===== config.mk =====
export PLATFORM = sky130hd
export DESIGN_NAME = sam_matrix
export DESIGN_NICKNAME = d
export VERILOG_FILES = /design/src/pkg/sam_pkg.sv /design/src/core/sam_matrix.sv
export SDC_FILE = /design/constraint.sdc
export NUM_CORES = 2
export LEC_CHECK = 0
export ABC_AREA = 1
export ABC_CLOCK_PERIOD_IN_PS = 12200
export BUFFER_PORTS_ARGS = -buffer_cell sky130_fd_sc_hd__buf_2
export CAP_MARGIN = 20
export CORE_AREA = 10 10 581 583
export CTS_CLUSTER_SIZE = 20
export DETAILED_ROUTE_END_ITERATION = 10
export DIE_AREA = 0 0 591 593
export PLACE_DENSITY_LB_ADDON = 0.25
export SYNTH_ARGS = -nofsm -noshare
export SYNTH_HDL_FRONTEND = slang
export SYNTH_SLANG_ARGS = --single-unit

===== constraint.sdc =====
create_clock -name mclk_i -period 12.2 [get_ports mclk_i]
set_input_delay 1.83 -clock mclk_i [delete_from_list [all_inputs] [get_ports mclk_i]]
set_output_delay 1.83 -clock mclk_i [all_outputs]
set_load 0.01 [all_outputs]

===== src/pkg/sam_pkg.sv =====
`default_nettype none
package sam_pkg;
    // Bus widths of the flat address space
    localparam int SAM_AW = 32;
    localparam int SAM_DW = 32;
    // Slave ports of the matrix, in decode order
    localparam int SAM_NS = 11;
    localparam int SAM_SW = 4;
    localparam int SAM_FLASH = 0;
    localparam int SAM_BOOT_ROM = 1;
    localparam int SAM_INSTR_DATA_SRAM_BANK = 2;
    localparam int SAM_QUAD_SERIAL_FLASH_WINDOW = 3;
    localparam int SAM_SRAM = 4;
    localparam int SAM_SRAM_BITBAND = 5;
    localparam int SAM_APB0 = 6;
    localparam int SAM_APB1 = 7;
    localparam int SAM_APB2 = 8;
    localparam int SAM_AHB_PERIPH = 9;
    localparam int SAM_PERIPH_BITBAND = 10;
    // APB groups share one slot layout
    localparam int SAM_NAPB = 3;
    localparam int SAM_SLOT_LSB = 12;
    localparam int SAM_SLOT_W = 5;
    // Region bounds, inclusive
    localparam logic [31:0] SAM_BASE [SAM_NS] = '{
        32'h0000_0000, 32'h0300_0000, 32'h0400_0000, 32'h1000_0000,
        32'h2000_0000, 32'h2200_0000, 32'h4000_0000, 32'h4002_0000,
        32'h4004_0000, 32'h4008_0000, 32'h4200_0000};
    localparam logic [31:0] SAM_LIMIT [SAM_NS] = '{
        32'h0007_ffff, 32'h0300_ffff, 32'h0400_7fff, 32'h17ff_ffff,
        32'h2002_7fff, 32'h23ff_ffff, 32'h4001_ffff, 32'h4003_ffff,
        32'h4005_ffff, 32'h400b_ffff, 32'h43ff_ffff};
    // Transfer type codes
    localparam logic [1:0] SAM_TR_IDLE = 2'h0;
    localparam logic [1:0] SAM_TR_NONSEQ = 2'h2;

    // Returns {hit, slave index}; the whole 32-bit address takes part
    function automatic logic [SAM_SW:0] sam_decode(input logic [SAM_AW-1:0] a);
        logic [SAM_SW:0] d;
        d = '0;
        for (int s = 0; s < SAM_NS; s++) begin
            if (a >= SAM_BASE[s] && a <= SAM_LIMIT[s]) begin
                d = {1'b1, SAM_SW'(s)};
            end
        end
        return d;
    endfunction : sam_decode
endpackage : sam_pkg
`default_nettype wire


===== src/core/sam_matrix.sv =====
// Behaviour
// 0x0000_0000..0x0007_ffff goes to the flash slave.
// 0x0300_0000..0x0300_ffff goes to the boot ROM slave.
// 0x0400_0000..0x0400_7fff selects the instruction/data SRAM bank.
// 0x1000_0000..0x17ff_ffff goes to the quad serial flash window.
// 0x2000_0000..0x2002_7fff maps onto main SRAM banks.
// 0x2200_0000..0x23ff_ffff is the SRAM bit-band alias, not unmapped.
// 0x4000_0000..0x4001_ffff selects APB group 0.
// 0x4002_0000..0x4003_ffff selects APB group 1.
// 0x4004_0000..0x4005_ffff selects APB group 2 behind an async bridge.
// 0x4008_0000..0x400b_ffff goes to the AHB peripheral slaves.
// 0x4200_0000..0x43ff_ffff is the peripheral bit-band alias.
// APB slot index is address bits above the 4 kB boundary.
// Masters on different slave ports proceed together; same port arbitrates.
// Instruction and data buses are separate masters running concurrently.
// Core private registers are not decoded by this matrix.
// Decode uses one flat 32-bit address space shared by all masters.
// Unmapped addresses complete with an AHB-Lite error response.
`timescale 1ns/10ps
`default_nettype none
module sam_matrix #(
    parameter int NM = 3
) (
    input wire logic mclk_i,
    input wire logic rst_i,
    input wire logic [NM-1:0][sam_pkg::SAM_AW-1:0] mst_haddr_i,
    input wire logic [NM-1:0][1:0] mst_htrans_i,
    input wire logic [NM-1:0] mst_hwrite_i,
    input wire logic [NM-1:0][2:0] mst_hsize_i,
    input wire logic [NM-1:0][sam_pkg::SAM_DW-1:0] mst_hwdata_i,
    output logic [NM-1:0][sam_pkg::SAM_DW-1:0] mst_hrdata_o,
    output logic [NM-1:0] mst_hready_o,
    output logic [NM-1:0] mst_hresp_o,
    output logic [sam_pkg::SAM_NS-1:0] slv_hsel_o,
    output logic [sam_pkg::SAM_NS-1:0][sam_pkg::SAM_AW-1:0] slv_haddr_o,
    output logic [sam_pkg::SAM_NS-1:0][1:0] slv_htrans_o,
    output logic [sam_pkg::SAM_NS-1:0] slv_hwrite_o,
    output logic [sam_pkg::SAM_NS-1:0][2:0] slv_hsize_o,
    output logic [sam_pkg::SAM_NS-1:0][sam_pkg::SAM_DW-1:0] slv_hwdata_o,
    output logic [sam_pkg::SAM_NS-1:0] slv_hready_o,
    input wire logic [sam_pkg::SAM_NS-1:0][sam_pkg::SAM_DW-1:0] slv_hrdata_i,
    input wire logic [sam_pkg::SAM_NS-1:0] slv_hreadyout_i,
    input wire logic [sam_pkg::SAM_NS-1:0] slv_hresp_i,
    output logic [sam_pkg::SAM_NAPB-1:0][sam_pkg::SAM_SLOT_W-1:0] apb_slot_o
);
    import sam_pkg::*;

    localparam int MW = (NM > 1) ? $clog2(NM) : 1;

    // Whole matrix state: per-master input stage and per-slave data-phase owner
    typedef struct packed {
        logic [NM-1:0] pend;
        logic [NM-1:0] dact;
        logic [NM-1:0] err1;
        logic [NM-1:0] err2;
        logic [NM-1:0][SAM_AW-1:0] addr;
        logic [NM-1:0] wr;
        logic [NM-1:0][2:0] size;
        logic [NM-1:0][1:0] trans;
        logic [NM-1:0][SAM_SW-1:0] sidx;
        logic [SAM_NS-1:0] dval;
        logic [SAM_NS-1:0][MW-1:0] down;
    } sam_state_t;

    sam_state_t r;
    sam_state_t next_r;
    logic [SAM_NS-1:0][MW:0] gnt;
    logic [NM-1:0] cap;
    logic [SAM_SW:0] dec0;

    // Fixed priority, lowest master index wins; a busy master can starve
    // a higher index on the same port, traded for a tiny arbiter
    function automatic logic [MW:0] pick(input logic [NM-1:0] p,
                                          input logic [NM-1:0][SAM_SW-1:0] si,
                                          input int s);
        logic [MW:0] g;
        g = '0;
        for (int m = NM - 1; m >= 0; m--) begin
            if (p[m] && si[m] == SAM_SW'(s)) begin
                g = {1'b1, MW'(m)};
            end
        end
        return g;
    endfunction : pick

    // Slave side: one transfer per port at a time, address only while idle
    for (genvar s = 0; s < SAM_NS; s++) begin : g_slv
        // per-port arbiter
        assign gnt[s] = r.dval[s] ? '0 : pick(r.pend, r.sidx, s);
        assign slv_hsel_o[s] = gnt[s][MW];
        assign slv_haddr_o[s] = gnt[s][MW] ? r.addr[gnt[s][MW-1:0]] : '0;
        assign slv_htrans_o[s] = gnt[s][MW] ? r.trans[gnt[s][MW-1:0]] : SAM_TR_IDLE;
        assign slv_hwrite_o[s] = gnt[s][MW] ? r.wr[gnt[s][MW-1:0]] : 1'b0;
        assign slv_hsize_o[s] = gnt[s][MW] ? r.size[gnt[s][MW-1:0]] : 3'h0;
        assign slv_hwdata_o[s] = r.dval[s] ? mst_hwdata_i[r.down[s]] : '0;
        assign slv_hready_o[s] = r.dval[s] ? slv_hreadyout_i[s] : 1'b1;
    end

    // slot index taken straight from the routed address
    for (genvar g = 0; g < SAM_NAPB; g++) begin : g_slot
        assign apb_slot_o[g] = slv_haddr_o[SAM_APB0 + g][SAM_SLOT_LSB +: SAM_SLOT_W];
    end

    // Master side: stalled while the captured address waits or the slave works
    for (genvar m = 0; m < NM; m++) begin : g_mst
        assign mst_hready_o[m] = r.pend[m] ? 1'b0 :
                                 r.dact[m] ? slv_hreadyout_i[r.sidx[m]] : !r.err1[m];
        assign mst_hresp_o[m] = r.dact[m] ? slv_hresp_i[r.sidx[m]] : (r.err1[m] | r.err2[m]);
        assign mst_hrdata_o[m] = r.dact[m] ? slv_hrdata_i[r.sidx[m]] : '0;
        assign cap[m] = mst_hready_o[m] && mst_htrans_i[m][1];
    end

    // Next state: completions first, then issues, then new captures
    always_comb begin
        logic [SAM_SW:0] dec;
        dec = '0;
        next_r = r;
        for (int s = 0; s < SAM_NS; s++) begin
            if (r.dval[s] && slv_hreadyout_i[s]) begin
                next_r.dval[s] = 1'b0;
            end
        end
        for (int m = 0; m < NM; m++) begin
            if (r.dact[m] && slv_hreadyout_i[r.sidx[m]]) begin
                next_r.dact[m] = 1'b0;
            end
            next_r.err2[m] = r.err1[m]; // Second error cycle raises ready
            next_r.err1[m] = 1'b0;
        end
        // independent ports issue in the same cycle
        for (int s = 0; s < SAM_NS; s++) begin
            if (gnt[s][MW]) begin
                next_r.dval[s] = 1'b1;
                next_r.down[s] = gnt[s][MW-1:0];
                next_r.pend[gnt[s][MW-1:0]] = 1'b0;
                next_r.dact[gnt[s][MW-1:0]] = 1'b1;
            end
        end
        // every master owns its own input stage
        for (int m = 0; m < NM; m++) begin
            if (cap[m]) begin
                // full-width flat decode
                dec = sam_decode(mst_haddr_i[m]);
                if (dec[SAM_SW]) begin
                    next_r.pend[m] = 1'b1;
                    next_r.sidx[m] = dec[SAM_SW-1:0];
                    next_r.addr[m] = mst_haddr_i[m];
                    next_r.wr[m] = mst_hwrite_i[m];
                    next_r.size[m] = mst_hsize_i[m];
                    next_r.trans[m] = SAM_TR_NONSEQ;
                end else begin
                    // two-cycle error for unmapped space
                    // private bus space falls here too
                    next_r.err1[m] = 1'b1;
                end
            end
        end
    end

    // State register
    always_ff @(posedge mclk_i or posedge rst_i) begin
        if (rst_i) begin
            r <= '0;
        end else begin
            r <= next_r;
        end
    end

    // flash decode
    flash_route_a: assert property (@(posedge mclk_i) disable iff (rst_i)
        (cap[0] && mst_haddr_i[0] <= 32'h0007_ffff) |=> (r.pend[0] && r.sidx[0] == SAM_FLASH))
        else $error("flash address not routed to flash");

    // boot ROM decode
    boot_route_a: assert property (@(posedge mclk_i) disable iff (rst_i)
        (cap[1] && mst_haddr_i[1][31:16] == 16'h0300) |=> (r.pend[1] && r.sidx[1] == SAM_BOOT_ROM))
        else $error("boot ROM address misrouted");

    // I&D bank decode
    idbank_route_a: assert property (@(posedge mclk_i) disable iff (rst_i)
        (cap[0] && mst_haddr_i[0][31:15] == 17'h0800)
        |=> (r.pend[0] && r.sidx[0] == SAM_INSTR_DATA_SRAM_BANK))
        else $error("instruction/data bank misrouted");

    // serial flash window decode
    qsf_route_a: assert property (@(posedge mclk_i) disable iff (rst_i)
        (cap[0] && mst_haddr_i[0][31:27] == 5'h02)
        |=> (r.pend[0] && r.sidx[0] == SAM_QUAD_SERIAL_FLASH_WINDOW))
        else $error("serial flash window misrouted");

    // main SRAM decode
    sram_route_a: assert property (@(posedge mclk_i) disable iff (rst_i)
        (cap[1] && mst_haddr_i[1] >= 32'h2000_0000 && mst_haddr_i[1] <= 32'h2002_7fff)
        |=> (r.pend[1] && r.sidx[1] == SAM_SRAM))
        else $error("main SRAM misrouted");

    // SRAM alias decode
    sram_alias_a: assert property (@(posedge mclk_i) disable iff (rst_i)
        (cap[0] && mst_haddr_i[0][31:25] == 7'h11)
        |=> (r.pend[0] && !r.err1[0] && r.sidx[0] == SAM_SRAM_BITBAND))
        else $error("SRAM bit-band alias misrouted");

    // APB group 0 decode
    apb0_route_a: assert property (@(posedge mclk_i) disable iff (rst_i)
        (cap[0] && mst_haddr_i[0][31:17] == 15'h2000) |=> (r.sidx[0] == SAM_APB0))
        else $error("APB group 0 misrouted");

    // APB group 1 decode
    apb1_route_a: assert property (@(posedge mclk_i) disable iff (rst_i)
        (cap[1] && mst_haddr_i[1][31:17] == 15'h2001) |=> (r.sidx[1] == SAM_APB1))
        else $error("APB group 1 misrouted");

    // APB group 2 decode and a held bridge stall
    apb2_route_a: assert property (@(posedge mclk_i) disable iff (rst_i)
        (cap[0] && mst_haddr_i[0][31:17] == 15'h2002) |=> (r.sidx[0] == SAM_APB2))
        else $error("APB group 2 misrouted");
    apb2_hold_a: assert property (@(posedge mclk_i) disable iff (rst_i)
        (r.dval[SAM_APB2] && !slv_hreadyout_i[SAM_APB2])
        |=> (r.dval[SAM_APB2] && $stable(r.down[SAM_APB2])))
        else $error("bridge wait dropped owner");

    // AHB peripheral decode
    ahbp_route_a: assert property (@(posedge mclk_i) disable iff (rst_i)
        (cap[0] && mst_haddr_i[0][31:18] == 14'h1002) |=> (r.sidx[0] == SAM_AHB_PERIPH))
        else $error("AHB peripheral misrouted");

    // peripheral alias decode
    palias_route_a: assert property (@(posedge mclk_i) disable iff (rst_i)
        (cap[1] && mst_haddr_i[1][31:25] == 7'h21)
        |=> (r.pend[1] && r.sidx[1] == SAM_PERIPH_BITBAND))
        else $error("peripheral bit-band alias misrouted");

    // slot index on issue
    apb_slot_a: assert property (@(posedge mclk_i) disable iff (rst_i)
        (r.pend[0] && r.sidx[0] == SAM_APB2 && !r.dval[SAM_APB2])
        |-> (slv_hsel_o[SAM_APB2] && apb_slot_o[2] == r.addr[0][16:12]))
        else $error("APB slot index wrong");

    // two ports served at once
    par_issue_a: assert property (@(posedge mclk_i) disable iff (rst_i)
        (r.pend[0] && r.pend[1] && r.sidx[0] != r.sidx[1]
         && !r.dval[r.sidx[0]] && !r.dval[r.sidx[1]])
        |=> (r.dact[0] && r.dact[1]))
        else $error("independent ports not concurrent");

    // same port grants one owner
    one_owner_a: assert property (@(posedge mclk_i) disable iff (rst_i)
        (r.pend[0] && r.pend[1] && r.sidx[0] == r.sidx[1] && !r.dval[r.sidx[0]])
        |=> (r.dact[0] && r.pend[1]))
        else $error("same-port arbitration wrong");

    // data bus not blocked by fetch elsewhere
    data_free_a: assert property (@(posedge mclk_i) disable iff (rst_i)
        (r.pend[1] && !r.dval[r.sidx[1]] && (!r.pend[0] || r.sidx[0] != r.sidx[1]))
        |=> r.dact[1])
        else $error("data bus blocked by fetch");

    // private bus space errors
    ppb_err_a: assert property (@(posedge mclk_i) disable iff (rst_i)
        (cap[1] && mst_haddr_i[1][31:28] == 4'he) |=> (r.err1[1] && !r.pend[1]))
        else $error("private bus space decoded");

    // no aliasing anywhere in the upper half
    flat_map_a: assert property (@(posedge mclk_i) disable iff (rst_i)
        (cap[1] && mst_haddr_i[1][31]) |=> r.err1[1])
        else $error("high address aliased");

    // Decode of master 0 held apart, a function result cannot be bit-selected
    assign dec0 = sam_decode(mst_haddr_i[0]);

    // two-cycle error response
    err_resp_a: assert property (@(posedge mclk_i) disable iff (rst_i)
        (cap[0] && !dec0[SAM_SW])
        |=> (!mst_hready_o[0] && mst_hresp_o[0]) ##1 (mst_hready_o[0] && mst_hresp_o[0]))
        else $error("unmapped access not errored");

    // bridge stall reaches the owning master
    apb2_wait_a: assert property (@(posedge mclk_i) disable iff (rst_i)
        (r.dval[SAM_APB2] && !slv_hreadyout_i[SAM_APB2]) |-> !mst_hready_o[r.down[SAM_APB2]])
        else $error("bridge stall not passed back");

    // group 0 slot follows the routed address
    apb0_slot_a: assert property (@(posedge mclk_i) disable iff (rst_i)
        slv_hsel_o[SAM_APB0] |-> (apb_slot_o[0] == r.addr[r.down[SAM_APB0]][16:12] || r.dval[SAM_APB0]
        || apb_slot_o[0] == slv_haddr_o[SAM_APB0][16:12]))
        else $error("APB group 0 slot wrong");

    // Per-port checks: a port never shows two transfers at once
    for (genvar s = 0; s < SAM_NS; s++) begin : g_port_chk
        // address phase lasts one cycle
        hsel_pulse_a: assert property (@(posedge mclk_i) disable iff (rst_i)
            slv_hsel_o[s] |=> !slv_hsel_o[s])
            else $error("slave select held too long");

        // a port only sees its own region
        sel_range_a: assert property (@(posedge mclk_i) disable iff (rst_i)
            slv_hsel_o[s] |-> (slv_haddr_o[s] >= SAM_BASE[s] && slv_haddr_o[s] <= SAM_LIMIT[s]))
            else $error("address outside port region");

        // data phase owner is waiting on this port
        owner_ok_a: assert property (@(posedge mclk_i) disable iff (rst_i)
            r.dval[s] |-> (r.dact[r.down[s]] && r.sidx[r.down[s]] == SAM_SW'(s)))
            else $error("port owner inconsistent");

        // no new address while data phase runs
        no_reissue_a: assert property (@(posedge mclk_i) disable iff (rst_i)
            r.dval[s] |-> !slv_hsel_o[s])
            else $error("port reissued during data phase");

        // unselected port shows an idle transfer
        idle_bus_a: assert property (@(posedge mclk_i) disable iff (rst_i)
            !slv_hsel_o[s] |-> (slv_htrans_o[s] == SAM_TR_IDLE))
            else $error("unselected port not idle");
    end

    // Per-master checks on the answer side
    for (genvar m = 0; m < NM; m++) begin : g_mst_chk
        // captured address stalls its own master only
        pend_stall_a: assert property (@(posedge mclk_i) disable iff (rst_i)
            r.pend[m] |-> !mst_hready_o[m])
            else $error("pending master not stalled");

        // first error cycle holds ready low
        err_first_a: assert property (@(posedge mclk_i) disable iff (rst_i)
            r.err1[m] |-> (!mst_hready_o[m] && mst_hresp_o[m]))
            else $error("first error cycle wrong");

        // second error cycle raises ready
        err_tail_a: assert property (@(posedge mclk_i) disable iff (rst_i)
            r.err2[m] |-> (mst_hready_o[m] && mst_hresp_o[m]))
            else $error("second error cycle wrong");

        // an idle master sees a zero-wait okay
        idle_okay_a: assert property (@(posedge mclk_i) disable iff (rst_i)
            (!r.pend[m] && !r.dact[m] && !r.err1[m] && !r.err2[m]) |-> (mst_hready_o[m] && !mst_hresp_o[m]))
            else $error("idle master not okay");
    end
endmodule : sam_matrix
`default_nettype wire


# Yosys cells after proc, flatten, opt, wreduce, memory -nomap -nowiden

Cells that the tools add are included.

Eq/ne operators: 30
Bitwise gates (word level): 36
Order comparisons: 102
Mux-type cells: 356
Reduce and logical (&&, ||, !) cells: 114

Operator list:

| cell                                                                          | count |
|---|---|
| 32-bit 2-to-1 mux                                                             | 50 |
| 32-bit binary-select mux with 2-bit select                                    | 22 |
| 32-bit by 31-bit >= comparator with 1-bit output (second input constant)      | 15 |
| 32-bit by 31-bit <= comparator with 1-bit output (second input constant)      | 15 |
| 32-bit binary-select mux with 4-bit select                                    | 3 |
| 3-bit 2-to-1 mux                                                              | 66 |
| 32-bit by 30-bit >= comparator with 1-bit output (second input constant)      | 6 |
| 32-bit by 30-bit <= comparator with 1-bit output (second input constant)      | 6 |
| 5-bit 2-to-1 mux                                                              | 36 |
| 32-bit by 1-bit >= comparator with 1-bit output (second input constant)       | 3 |
| 32-bit by 26-bit >= comparator with 1-bit output (second input constant)      | 3 |
| 32-bit by 27-bit >= comparator with 1-bit output (second input constant)      | 3 |
| 32-bit by 29-bit >= comparator with 1-bit output (second input constant)      | 3 |
| 32-bit by 19-bit <= comparator with 1-bit output (second input constant)      | 3 |
| 32-bit by 26-bit <= comparator with 1-bit output (second input constant)      | 3 |
| 32-bit by 27-bit <= comparator with 1-bit output (second input constant)      | 3 |
| 32-bit by 29-bit <= comparator with 1-bit output (second input constant)      | 3 |
| 1-bit 2-to-1 mux                                                              | 96 |
| 1-bit logical AND                                                             | 94 |
| 3-bit binary-select mux with 2-bit select                                     | 11 |
| 2-bit by 3-bit less-than comparator with 1-bit output (second input constant) | 22 |
| 6-bit 2-to-1 mux                                                              | 11 |
| 4-bit by 3-bit equality test with 1-bit output (second input constant)        | 12 |
| 2-bit binary-select mux with 2-bit select                                     | 11 |
| other kinds (17)                                                              | 138 |

Bits in registers: 168
Output and inout port bits: 909
Word-level logic and storage cells: 679
Input bits: 586

# Depth between registers and ports, before layout

Word-level depth: 35
Mapped depth: 16
Depth with buffers taken out: 15

# Worst setup path after synthesis

Ideal clock, no wire load.

Path kind: input port to output port
From: in slv_hresp_i[5] (netlist bit)
To: out mst_hresp_o[0]
Stages: 5
Data arrival time: 2.565 ns
Path slack: 7.805 ns
Data required time: 10.370 ns
Buffers on the path: 0
Cell sequence: inv_1 > o22ai_1 > a221oi_1 > or2_2 > a31oi_1

Longest elaborated chain between the ends: 3

RTL lines:

| element                                   | line              | source |
|---|---|---|
| from (decl)                               | sam_matrix.sv:43  | `input wire logic [sam_pkg::SAM_NS-1:0] slv_hresp_i,` |
| 1-bit binary-select mux with 4-bit select | sam_matrix.sv:108 | `assign mst_hresp_o[m] = r.dact[m] ? slv_hresp_i[r.sidx[m]] : (r.err1[m] \| r.err2[m]);` |
| 1-bit 2-to-1 mux (implied by the code)    | sam_matrix.sv:108 |  |
| 1-bit 2-to-1 mux                          | sam_matrix.sv:108 |  |
| to (decl)                                 | sam_matrix.sv:33  | `output logic [NM-1:0] mst_hresp_o,` |

Every way passes these cells. The select of a mux whose other input is x is not followed.

==> flow_metrics.tcl <==
set metrics [dict create \
    synth_cells 6224 \
    postRouteAntennaNets 0 \
    clk_path_buf_depth 2 \
    hold_viol 0 \
    peakVddDrop_mv 0.138 \
    fin_skew_ps 21.1 \
    synth-simple-area-share_pct 27.2 \
    ios 1495 \
    worstSetupPathType "reg2out" \
    swShare_pct 69.0 \
    cts-root-buf "clkbuf_16" \
    cts_hold_buf 0 \
    cts.clk_slew.worst_paths_ps 80 \
    num_rows 210 \
    crit_path_start_kind "flop" \
    grt_first_pass_wirelength_um 543000 \
    cts_resized 0 \
    fin_tns_setup_ps 0 \
    grt_antenna_before_repair 205 \
    stdcell_area_um2 45700 \
    crit_chain "inv_2 > nand2_2 > buf_4 > clkinv_2 > buf_4 > nand3_1 > nand4_4 > nor2_2 > inv_2 > nand2_2 > buf_4 > nor2_1 > nor3_1 > buf_2" \
    power_leakage_nw 21.4 \
    die_w_um 591 \
    dr_total_vias 56500 \
    finalSetupViolCount 0 \
    timing.final.ws_setup_ps 4980 \
    clkLatencyLatePin_ps 560 \
    muxShareOfSynthArea_pct 0 \
    place_congestion 0.932 \
    synth_adder_area_share_pct 0 \
    yosys_warnings 0 \
    pwr-share-clk_pct 7.6 \
    place_ws_ps 5640 \
    outcome "finished, final reports clean" \
    power_mw 8.27 \
    ys_seq_area_share_pct 12.5 \
    totalWireLength_um 430000 \
    track_usage_pct 22.9 \
    slowest_stage "nand4_4" \
    nNetsFinal 7691 \
    initial_core_util_pct 10.3 \
    rsz0062_at_grt "false" \
    cap_violations 0 \
    max_stage_delay_ps 740 \
    power_per_cell_area_nw_per_um2 181 \
    via_per_inst 4.88 \
    first_pass_iters 6 \
    postCtsSetupBuffers 0 \
    area_growth_pct 36.3 \
    min_path_type "reg2reg" \
    max_slew.worst_pin.slew_ps 1280 \
    crit_top_cell "buf_4" \
    dieArea_um2 350000 \
    drtIter0Drc 7756 \
    cts_inserted_buffers 17 \
    slew_headroom_pct 14.8 \
    placed_area_um2 44800 \
    io_buffers 1480 \
    crit_required_ps 10370 \
    wl_per_cell_um 37.1 \
    cts.sinks 168 \
    dp_hpwl_um 331000 \
    worstPathArrival_ps 5390 \
    worstSetupEndpointType "output port" \
    slew_violations 0 \
    die-height_um 593 \
    comb_power_share_pct 71.6 \
    drc_errors 0 \
    grt_start_max_net_pins 93 \
    p_sw_mw 5.70 \
    synth-seq-cells 168 \
    synth-xor-area-share_pct 0 \
    utilization_pct 14.0 \
    crit_fanout 38 \
    pwr-share-seq_pct 20.8 \
    power.internal_mw 2.56 \
    synth-compound-area-share_pct 44.4 \
    min_period_over_period_pct 59.1 \
    drive_gt1_share_pct 25.8 \
    cts-htree-levels 4 \
    core_area_um2 326000 \
    ys_types 39 \
    fmax_mhz 139 \
    layout_min_cycle_time_ps 7220 \
    overflow 0 \
    synth_area_um2 33500 \
    avgSynthCellArea_um2 5.38 \
    cts_tree "yes" \
    synth_top_family_by_area "compound AO/OA/AOI/OAI gates" \
    grt_pass1_vias 51100 \
]
-- cell families after synthesis --
group                  count (synthesis)
AO/OA/AOI/OAI                       2519
AND/OR/NAND/NOR                     2209
buffers and inverters               1327
flip-flops                           168
other                                  1
-- metrics by stage --
stage / cells / hold WS, ps
final: 11600 / 416
after global routing: 11500 / 431
after CTS: 11500 / 416
after detailed placement: 11400 / 398
after global placement: 11400 / 400
after floorplan: 6234 / 375
-- cells in the final DEF, fill, tap and decap left out, drive strengths merged --
cell      Yosys  final
nor2        361    361
a31oi         2      2
inv         501    514
nor3b         1      1
clkbuf      579     18
nand4        36     36
a211oi       33     33
nand3       278    278
bufinv        0      1
nand2      1343   1343
a21oi      1010   1010
buf         232   1663
o221ai      356    356
a21boi        1      1
diode         0    121
a22oi       201    201
or2           9      9
and3          1      1
dfrtp       168    168
conb          1     11
o22ai       192    192
clkinv       15     12
o21ai       697    697
nor3        175    175
o211ai       24     24
a221oi        3      3
clkinvlp      0      3
nor4          1      1
nand3b        4      4
-- state kept, by name, summed over array words and instances (netlist names) --
name / cells
next_r: 3
r: 165
-- final timing paths --
kind | endpoint | from | depth (start not counted) | slack (ps)
setup / recovery | slv_haddr_o[297] | r[34]$_DFFE_PP0P_ | 14 | 4980
hold / removal | r[161]$_DFF_PP0_ | next_r[161]$_DFF_PP0_ | 0 | 420
setup reg to reg | r[165]$_DFF_PP0_ | r[34]$_DFFE_PP0P_ | 14 | 7330
hold reg to reg | r[161]$_DFF_PP0_ | next_r[161]$_DFF_PP0_ | 0 | 420
max in group asynchronous | r[19]$_DFFE_PP0P_ | rst_i | 4 | 8730
min in group asynchronous | r[74]$_DFFE_PP0P_ | rst_i | 2 | 1310
-- worst max-delay path, delay by kind of cell (launching register included) --
kind	cells	cell delay [ps]
and+or+nand+nor	7	2370
buffers and inverters	7	1800
DFF	1	550
-- power groups by stage --
stage | Combinational (mW) | Clock, mW | Sequential [mW]
final | 5.92 | 0.626 | 1.72
after global placement | 5.78 | 0 | 1.68
after global routing | 6.18 | 0.656 | 1.67
after CTS | 5.82 | 0.646 | 1.66
after floorplan | 3.18 | 0 | 0.903
after detailed placement | 5.81 | 0 | 1.67
-- cell type report --
| cell class | count | area [um2] |
|---|---|---|
| Sequential cell | 168 | 4220 |
| Inverter | 516 | 1950 |
| Clock inverter | 14 | 156 |
| Multi-Input combinational cell | 4739 | 24300 |
| Clock buffer | 18 | 439 |
| Tap cell | 4346 | 5440 |
| Fill cell | 38800 | 280000 |
| Antenna cell | 121 | 303 |
| Timing Repair Buffer | 1663 | 8830 |
-- synthesized netlist by cell type --
| cell type | count | share of area, % |
|---|---|---|
| nor3b_1 | 1 | 0.022 |
| or2_1 | 1 | 0.019 |
| conb_1 | 1 | 0.011 |
| a211oi_1 | 33 | 0.74 |
| a221oi_1 | 3 | 0.078 |
| nor3_1 | 173 | 2.6 |
| o211ai_1 | 24 | 0.54 |
| a21boi_0 | 1 | 0.022 |
| o22ai_1 | 192 | 3.6 |
| and3_1 | 1 | 0.019 |
| a31oi_1 | 2 | 0.037 |
| clkbuf_1 | 579 | 6.5 |
| buf_1 | 86 | 0.96 |
| o21ai_0 | 685 | 10 |
| nand2_1 | 1337 | 15 |
| a22oi_1 | 201 | 4.5 |
| o221ai_1 | 356 | 9.3 |
| nand3_1 | 278 | 4.2 |
| nand3b_1 | 4 | 0.090 |
| nand2_2 | 6 | 0.11 |
| nand4_1 | 32 | 0.60 |
| buf_2 | 84 | 1.3 |
| buf_4 | 59 | 1.3 |
| or2_2 | 8 | 0.15 |
| buf_6 | 3 | 0.10 |
| nor4_1 | 1 | 0.019 |
| nor2_4 | 4 | 0.13 |
| o21ai_2 | 3 | 0.078 |
| a21oi_2 | 2 | 0.052 |
| nor2_2 | 12 | 0.22 |
| nand4_2 | 4 | 0.15 |
| o21ai_1 | 9 | 0.13 |
| a21oi_1 | 1008 | 15 |
| clkinv_1 | 15 | 0.17 |
| nor3_2 | 2 | 0.060 |
| dfrtp_1 | 168 | 13 |
| inv_1 | 483 | 5.4 |
| nor2_1 | 345 | 3.9 |
| inv_2 | 18 | 0.20 |
-- layer usage --
| metal | wire, um | GRT usage (%) | up-vias |
|---|---|---|---|
| met5 | 695 | 0.287 | - |
| li1 | - | - | 23600 |
| met1 | 159000 | 26.3 | 27400 |
| met2 | 195000 | 37.3 | 4346 |
| met4 | 32500 | 14.3 | 88 |
| met3 | 42700 | 6.69 | 1029 |
Note: power is estimated with default switching activity, not from simulation.
